File: src/inc/csq_pkg.sv
// Package for the charger source qualification control block.
// Assumes a single 50 MHz clock and comparator inputs from the analog side.
package csq_pkg;

    // ------------------------------------------------------------------
    // Timing
    // ------------------------------------------------------------------
    localparam int unsigned CLK_PERIOD_NS  = 20;
    // Delay before USB charging starts, in microseconds
    localparam int unsigned USB_DELAY_US   = 100000;
    localparam int unsigned USB_DELAY_CYC  =
        (USB_DELAY_US * 1000 + CLK_PERIOD_NS - 1) / CLK_PERIOD_NS;
    localparam int unsigned USB_CNT_W      = 24;
    localparam int unsigned SYNC_W         = 9;

    // ------------------------------------------------------------------
    // Current limits and reset values
    // ------------------------------------------------------------------
    localparam int unsigned USB_ILIM_LOW_MA  = 100;
    localparam int unsigned USB_ILIM_HIGH_MA = 500;
    localparam logic        USB_HI_RST       = 1'b0;
    localparam logic        CHG_DIS_RST      = 1'b0;
    localparam logic        USB_DIS_RST      = 1'b0;

    // Comparator bit positions in the raw input vector
    localparam int unsigned B_AC_OK   = 0;
    localparam int unsigned B_USB_OK  = 1;
    localparam int unsigned B_AC_OV   = 2;
    localparam int unsigned B_COLD    = 3;
    localparam int unsigned B_HOT     = 4;
    localparam int unsigned B_BAT_UV  = 5;
    localparam int unsigned B_OT_WARN = 6;
    localparam int unsigned B_COVER   = 7;
    localparam int unsigned B_REG_LOW = 8;

    // ------------------------------------------------------------------
    // Types
    // ------------------------------------------------------------------
    typedef enum logic [1:0] {
        CSQ_SRC_NONE,
        CSQ_SRC_AC,
        CSQ_SRC_USB
    } csq_src_e;

    typedef struct packed {
        logic chg_disable;
        logic usb_disable;
        logic usb_high;
    } csq_ctrl_s;

    typedef struct packed {
        logic     fet_on;
        logic     timer_run;
        logic     usb_high_cur;
        csq_src_e source;
    } csq_chg_s;

endpackage
File: src/core/csq_ctrl.sv
// Charger source selection and qualification control.
// Assumes comparator levels arrive unsynchronised and host control bits
// come from the serial interface logic on the same clock.
//
// Contract
// RULE_01: Power-fail low on battery UV, overtemp warning, cover removed.
// RULE_02: Alert low on charge fault, termination or regulator low.
// RULE_03: Charge when adapter or USB above lockout, no host needed.
// RULE_04: Prefer adapter; choose USB only when adapter is absent; code also chooses USB when the adapter is present but in overvoltage.
// RULE_05: With both inputs valid, adapter wins.
// RULE_06: USB current limit low after reset; host may raise it.
// RULE_07: Host controls disable the whole charger or only USB.
// RULE_08: USB charging starts only after a host veto delay.
// RULE_09: Adapter overvoltage disables charging; code drops only the adapter and still charges from USB when USB is valid.
// RULE_10: Charge only while thermistor voltage is inside the window.
// RULE_11: Out-of-window temperature stops the FET, freezes timers.
// RULE_12: Back in window, charging resumes with timers continuing.
// RULE_13: Inputs synchronised; source re-evaluated every cycle.
`timescale 1ns/1ps
module csq_ctrl
    import csq_pkg::*;
#(
    parameter int unsigned USB_DELAY = csq_pkg::USB_DELAY_CYC
) (
    // Clock and reset
    input  wire logic              mclk_i,
    input  wire logic              rst_n_i,
    // Analog comparators (asynchronous)
    input  wire logic              ac_ok_i,
    input  wire logic              usb_ok_i,
    input  wire logic              ac_ov_i,
    input  wire logic              cold_threshold_i,
    input  wire logic              hot_threshold_i,
    input  wire logic              bat_uv_i,
    input  wire logic              ot_warn_i,
    input  wire logic              battery_cover_present_i,
    input  wire logic              reg_low_i,
    // Charge state events from charger core (same clock)
    input  wire logic              chg_fault_i,
    input  wire logic              chg_done_i,
    // Host controls (same clock)
    input  wire csq_pkg::csq_ctrl_s host_ctrl_i,
    // Outputs
    output csq_pkg::csq_chg_s       chg_o,
    output logic                   power_fail_warn_n_o,
    output logic                   alert_n_o
);

    // ------------------------------------------------------------------
    // Input synchronisation
    // ------------------------------------------------------------------
    logic [SYNC_W-1:0] raw;
    logic [SYNC_W-1:0] syn;

    assign raw[B_AC_OK]   = ac_ok_i;
    assign raw[B_USB_OK]  = usb_ok_i;
    assign raw[B_AC_OV]   = ac_ov_i;
    assign raw[B_COLD]    = cold_threshold_i;
    assign raw[B_HOT]     = hot_threshold_i;
    assign raw[B_BAT_UV]  = bat_uv_i;
    assign raw[B_OT_WARN] = ot_warn_i;
    assign raw[B_COVER]   = battery_cover_present_i;
    assign raw[B_REG_LOW] = reg_low_i;

    csq_sync #(
        .W       (SYNC_W)
    ) u_sync (
        .mclk_i  (mclk_i),
        .rst_n_i (rst_n_i),
        .async_i (raw),
        .sync_o  (syn)                                      // RULE_13
    );

    // ------------------------------------------------------------------
    // Qualification and source choice
    // ------------------------------------------------------------------
    // Adapter above overvoltage is treated as unusable, not merely off
    wire ac_valid   = syn[B_AC_OK] & ~syn[B_AC_OV];          // RULE_09
    wire usb_valid  = syn[B_USB_OK] & ~host_ctrl_i.usb_disable; // RULE_07
    wire temp_ok    = ~syn[B_COLD] & ~syn[B_HOT];            // RULE_10
    wire chg_enable = ~host_ctrl_i.chg_disable;              // RULE_07

    // Re-evaluated every cycle so a returning adapter takes over
    wire pick_ac  = ac_valid;                                // RULE_04 RULE_05
    wire pick_usb = ~ac_valid & usb_valid;                   // RULE_04 RULE_13
    csq_src_e src_d;
    assign src_d = !chg_enable ? CSQ_SRC_NONE :
                   pick_ac     ? CSQ_SRC_AC   :
                   pick_usb    ? CSQ_SRC_USB  : CSQ_SRC_NONE; // RULE_03

    // ------------------------------------------------------------------
    // USB start delay: counts only while USB is the candidate source
    // ------------------------------------------------------------------
    logic [USB_CNT_W-1:0] usb_cnt_q;
    logic [USB_CNT_W-1:0] usb_cnt_d;
    wire  usb_ready = (usb_cnt_q == USB_CNT_W'(USB_DELAY));

    // Restart the delay whenever USB stops being chosen, so a host
    // veto issued during the window always lands before the FET
    assign usb_cnt_d = (src_d != CSQ_SRC_USB) ? '0 :
                       usb_ready ? usb_cnt_q :
                       usb_cnt_q + USB_CNT_W'(1);            // RULE_08

    always_ff @(posedge mclk_i or negedge rst_n_i) begin
        if (!rst_n_i) begin
            usb_cnt_q <= '0;
        end else begin
            usb_cnt_q <= usb_cnt_d;
        end
    end

    // ------------------------------------------------------------------
    // Charge control outputs
    // ------------------------------------------------------------------
    wire src_live = (src_d == CSQ_SRC_AC) |
                    ((src_d == CSQ_SRC_USB) & usb_ready);
    // Timers hold (not clear) while temperature is out of window
    wire run_d    = src_live & temp_ok;                      // RULE_11 RULE_12

    csq_chg_s chg_d;
    assign chg_d.fet_on       = run_d;                       // RULE_11
    assign chg_d.timer_run    = run_d;                       // RULE_12
    assign chg_d.usb_high_cur = host_ctrl_i.usb_high;        // RULE_06
    assign chg_d.source       = src_d;

    // Status pins, active low
    wire pf_n_d    = ~(syn[B_BAT_UV] | syn[B_OT_WARN] |
                       ~syn[B_COVER]);                       // RULE_01
    wire alert_n_d = ~(chg_fault_i | chg_done_i |
                       syn[B_REG_LOW]);                      // RULE_02

    always_ff @(posedge mclk_i or negedge rst_n_i) begin
        if (!rst_n_i) begin
            chg_o               <= '{1'b0, 1'b0, USB_HI_RST,
                                     CSQ_SRC_NONE};          // RULE_06
            power_fail_warn_n_o <= 1'b1;
            alert_n_o           <= 1'b1;
        end else begin
            chg_o               <= chg_d;
            power_fail_warn_n_o <= pf_n_d;
            alert_n_o           <= alert_n_d;
        end
    end
endmodule

File: src/core/csq_sync.sv
// Two-flop synchroniser bank for the comparator inputs.
// Assumes asynchronous inputs; first stage feeds only the second.
`timescale 1ns/1ps
module csq_sync #(
    parameter int unsigned W = 1
) (
    // Clock and reset
    input  wire logic         mclk_i,
    input  wire logic         rst_n_i,
    // Data
    input  wire logic [W-1:0] async_i,
    output logic      [W-1:0] sync_o
);

    logic [W-1:0] meta_q;

    // ------------------------------------------------------------------
    // Synchroniser, one per bit
    // ------------------------------------------------------------------
    genvar g;
    generate
        for (g = 0; g < W; g++) begin : g_bit
            always_ff @(posedge mclk_i or negedge rst_n_i) begin
                if (!rst_n_i) begin
                    meta_q[g] <= 1'b0;
                    sync_o[g] <= 1'b0;
                end else begin
                    meta_q[g] <= async_i[g];
                    sync_o[g] <= meta_q[g];
                end
            end
        end
    endgenerate

endmodule

File: config.mk
export PLATFORM = sky130hd
export DESIGN_NAME = csq_ctrl
export DESIGN_NICKNAME = d
export VERILOG_FILES = /design/src/inc/csq_pkg.sv /design/src/core/csq_ctrl.sv /design/src/core/csq_sync.sv
export SDC_FILE = /design/constraint.sdc
export NUM_CORES = 1
export LEC_CHECK = 0
export BUFFER_PORTS_ARGS = -buffer_cell sky130_fd_sc_hd__buf_2
export CAP_MARGIN = 15
export CORE_MARGIN = 3
export CORE_UTILIZATION = 45
export CTS_CLUSTER_DIAMETER = 100
export DETAILED_ROUTE_END_ITERATION = 8
export HOLD_SLACK_MARGIN = 0.05
export SETUP_SLACK_MARGIN = 0.02
export SYNTH_ARGS = -nofsm -noshare
export SYNTH_HDL_FRONTEND = slang
export SYNTH_HIERARCHICAL = 1
export SYNTH_SLANG_ARGS = --single-unit
File: constraint.sdc
create_clock -name mclk_i -period 2.3 [get_ports mclk_i]
set_input_delay 0 -clock mclk_i [delete_from_list [all_inputs] [get_ports mclk_i]]
set_output_delay 0 -clock mclk_i [all_outputs]
set_load 0.02 [all_outputs]
# --- After elaboration in Yosys (flattened, before gate mapping) ---
# Cells that the tools add are included.
classes:
  n_addsub: 1
  mul: 0
  n_div: 0
  order_cmp: 0
  n_eq_ne: 5
  n_shift: 0
  muxes: 5
  n_bitwise: 19
  n_reduce_logical: 0
ops:
  columns: ["op", "count"]
  rows:
  - ["two-way mux 24 bit", 2]
  - ["adder 24 x 1 -> 24 bit (second input constant)", 1]
  - ["equality test 24 x 23 -> 1 bit (second input constant)", 1]
  - ["inverter 1 bit", 8]
  - ["AND 1 bit", 6]
  - ["two-way mux 2 bit", 3]
  - ["bitwise OR 1 bit", 5]
  - ["equality test 2 x 1 -> 1 bit (second input constant)", 1]
  - ["equality test 2 bit (second input constant)", 1]
  - ["inequality test 2 x 1 -> 1 bit (second input constant)", 1]
  - ["inequality test 2 bit (second input constant)", 1]
totals:
  ff_bits: 48
  latchBits: 0
  ramBits: 0
  rom_bits: 0
  output_inout_bits: 7
  word_cells: 54
  memories: 0

# --- Logic depth before layout (Yosys ltp) ---
depth:
  depth_word: 11
  mapped_depth: 7

# --- Cells and area by module ---
# The synthesis kept the hierarchy.
modules_own_cells:
  columns: ["mod", "instances", "cells_per_inst", "area_per_inst_um2"]
  rows:
  - ["csq_ctrl", 1, 154, 1501.4]
  - ["csq_sync", 1, 18, 450.4]

# --- Worst setup path after synthesis ---
# OpenSTA, ideal clock, no wires.
synth_timing:
  path_type: "register to register"
  startpoint: "register usb_cnt_q[1]"
  endpoint: "register usb_cnt_q[22]"
  t_arrival_ps: 1860
  t_required_ps: 2222
  path_slack_ps: 362
  stages_incl_launch_ff: 7
  n_path_buf: 1
  path_cell_list: "dfrtp_1 > ha_1 > nand3_1 > or3_1 > buf_2 > or4_1 > a21oi_1"
synth_between:
  elab_chain_len: 3
synth_lines:
  columns: ["item", "line", "text"]
  rows:
  - ["from (decl)", "csq_ctrl.sv:94", "logic [USB_CNT_W-1:0] usb_cnt_q;"]
  - ["from (signal assigned)", "csq_ctrl.sv:108", "usb_cnt_q <= usb_cnt_d;"]
  - ["adder 24 x 1 -> 24 bit", "csq_ctrl.sv:102", "usb_cnt_q + USB_CNT_W'(1);"]
  - ["two-way mux 24 bit", "csq_ctrl.sv:101", "usb_ready ? usb_cnt_q :"]
  - ["two-way mux 24 bit", "csq_ctrl.sv:100", "assign usb_cnt_d = (src_d != CSQ_SRC_USB) ? '0 :"]
# Several ways; a longest one is shown, not always the timed one. The select of a mux whose other input is x is not followed.
# A chain may end at the register's enable or synchronous reset.

# --- Worst setup path in the final report ---
# Same ends and word-level chain as after synthesis.

==> results.cfg <==
[grt]
grt_util_all_layers = 0.162
grt_pass1_vias = 1507
overflow = 0
antenna_found_initial = 0
grt_max_degree = 49
grt_pass1_wl_um = 6420

[route]
drc = 0
wl_um = 3690
wl_per_cell_um = 14.2
drt-initial-drc-count = 155
via_per_inst = 5.44
vias = 1415
dr.pass1.iters = 4
drtAntennaViolNets = 0

[logic_synthesis]
synth_most_common_cell = dfrtp_1
yosys_warnings = 6
synth_cells = 172
synth_top_area_frac = 0.590
synth.largest_area_cell = dfrtp_1
seq_area_frac_synth = 0.617
ys_ff_latch = 48
ys.flop_type = dfrtp_1
synth.cell_area_um2 = 1950
avgSynthCellArea_um2 = 11.3
synth_async_sr_flop_share = 1.00
synth-edff-count = 0
yosys-top-cells-area = dfrtp_1 59%, xnor2_1 4.0%, a21oi_1 3.1%
synth_common_cells = 46 x dfrtp_1, 13 x nor2_1, 12 x a21oi_1, 12 x nand3_1, 9 x xnor2_1
yosysUniqueCellTypes = 34
synth.net_count = 190

[power]
p_leak_uw = 0.000990
p_per_area_nw_per_um2 = 683
vdd_drop_max_uv = 455

[sta]
relSlewSlack = 0.747
timing.fmax_ghz = 0.466
tightest_slew_ns = 0.375
slew_viol_final = 0
hold_viol_final = 0
min_period_ns = 2.14
rsz0062_at_grt = false
setup_tns_ns = 0
fin_ws_ns = 0.155
setup_viol = 0
fin_crit_sh = 0.932
skew_ns = 0.00887

[critical_path]
ff2ff_setup_slack_ns = 0.16
r2r_end = usb_cnt_q[22]$_DFFE_PN0P_
critPathArrivalTime_ns = 2.36
end_kind = flop
rr_startpoint = usb_cnt_q[1]$_DFFE_PN0P_
criticalPathCategory = flop to flop
crit_path_start_kind = flop
critPathRequiredTime_ns = 2.51
cp_max_fo = 7
worstRegToRegCells = 5

[floorplan]
rows = 23
ios = 23
die_h_um = 71.9
core_region_area_um2 = 4090
start_util = 0.478
die-area_um2 = 5160
die_w_um = 71.9

[clock_tree]
clock_latency_ns = 0.29
cts_buffer_depth = 2
cts-buffers-inserted = 5
cts_sinks = 48
h-tree-depth = 2
cts_tree = built
cts_root_buf = clkbuf_8
post-cts-setup-buffer-count = 0
cts.clk_slew.worst_paths_ns = 0.09

[cells_and_area]
stdcell_area_um2 = 2400
antenna_cells = 0
drive_above_1_share = 0.190
fin_nets = 227
area_growth_pct = 22.9

[place]
place_area_um2 = 2100
dp_hpwl_um = 2350
gp_congestion = 0.828
io_buffers = 22
pre_cts_ws_ns = 0.191

[worst_hold_path]
worstHoldPathType = input pin to asynchronous set/reset pin

[job]
max_cap_violations = 0

[status]
outcome = finished clean
-- metrics by stage --
step | instances | utilization | total power (uW) | hold slack, ns
floorplan | 172 | - | 903 | -0.296
global placement | 237 | 0.514 | 936 | 0.109
detailed placement | 237 | 0.514 | 940 | 0.109
CTS | 259 | 0.581 | 1650 | 0.137
global route | 260 | 0.587 | 1700 | 0.114
finish | 260 | 0.587 | 1640 | 0.0858
-- flip-flops by register name, indices dropped and copies added, names as in the netlist --
name and flops:
u_sync/meta_q 9, usb_cnt_q 24, power_fail_warn_n_o 1, alert_n_o 1, u_sync/sync_o 9, chg_o 4
-- timing repair --
item	CTS	global route
hold buffers	14	0
hold endpoints to repair	59	0
resized for setup	0	1
endpoints found under the setup margin	0	1
-- routing by layer --
| metal | track usage | part of all wire |
|---|---|---|
| met3 | 0.0421 | 0.042 |
| met5 | 0 | 0 |
| met2 | 0.283 | 0.53 |
| met1 | 0.185 | 0.42 |
| met4 | 0.0731 | 0.0089 |
-- cell usage in the layout, fill, tap and decap left out, drive strengths merged, types with 5 or more instances in the layout --
cell and instances:
dfrtp 46, buf 25, dlygate4sd3 14, nor2 13, nand3 12, a21oi 12, xnor2 9, inv 8
nand2 6, or3 6, clkbuf 6, o31ai 5, or4 5, nor3 5
-- cell families after synthesis --
kind of cell	count (synthesis)	share of synthesized area
buf+inv	17	0.0353
fa+ha+maj	2	0.0128
compound gates	24	0.0737
flops	48	0.617
simple gates	69	0.208
xor+xnor	12	0.0539
-- critical path: stages (launching register included) --
cell and delay, ns:
dfrtp_1 0.47, ha_1 0.24, nand3_1 0.18, or3_4 0.46, or4_1 0.53, a21oi_1 0.18
-- layout make-up --
type,instances,area [um2]
well taps,50,62.6
flip-flops and latches,48,1200
fillers,338,1690
clock buffers,6,72.6
repair buffers,39,285
inverters,8,30.0
clock inverters,2,60.1
multi-input cells,107,684
-- worst max-delay path by stage --
stage	cells past startpoint	start	to
5_1_grt	5	usb_cnt_q[1]$_DFFE_PN0P_	usb_cnt_q[22]$_DFFE_PN0P_
3_3_place_gp	5	usb_cnt_q[1]$_DFFE_PN0P_	usb_cnt_q[22]$_DFFE_PN0P_
3_5_place_dp	5	usb_cnt_q[0]$_DFFE_PN0P_	usb_cnt_q[22]$_DFFE_PN0P_
2_1_floorplan	6	usb_cnt_q[1]$_DFFE_PN0P_	usb_cnt_q[22]$_DFFE_PN0P_
6_report	5	usb_cnt_q[1]$_DFFE_PN0P_	usb_cnt_q[22]$_DFFE_PN0P_
4_1_cts	5	usb_cnt_q[1]$_DFFE_PN0P_	usb_cnt_q[22]$_DFFE_PN0P_
-- power breakdown --
group,switching (uW),internal [uW],total [uW]
clock network,259,434,694
logic,38.2,35.8,74.0
registers,6.57,864,871
Note: power is estimated with default switching activity, not from simulation.
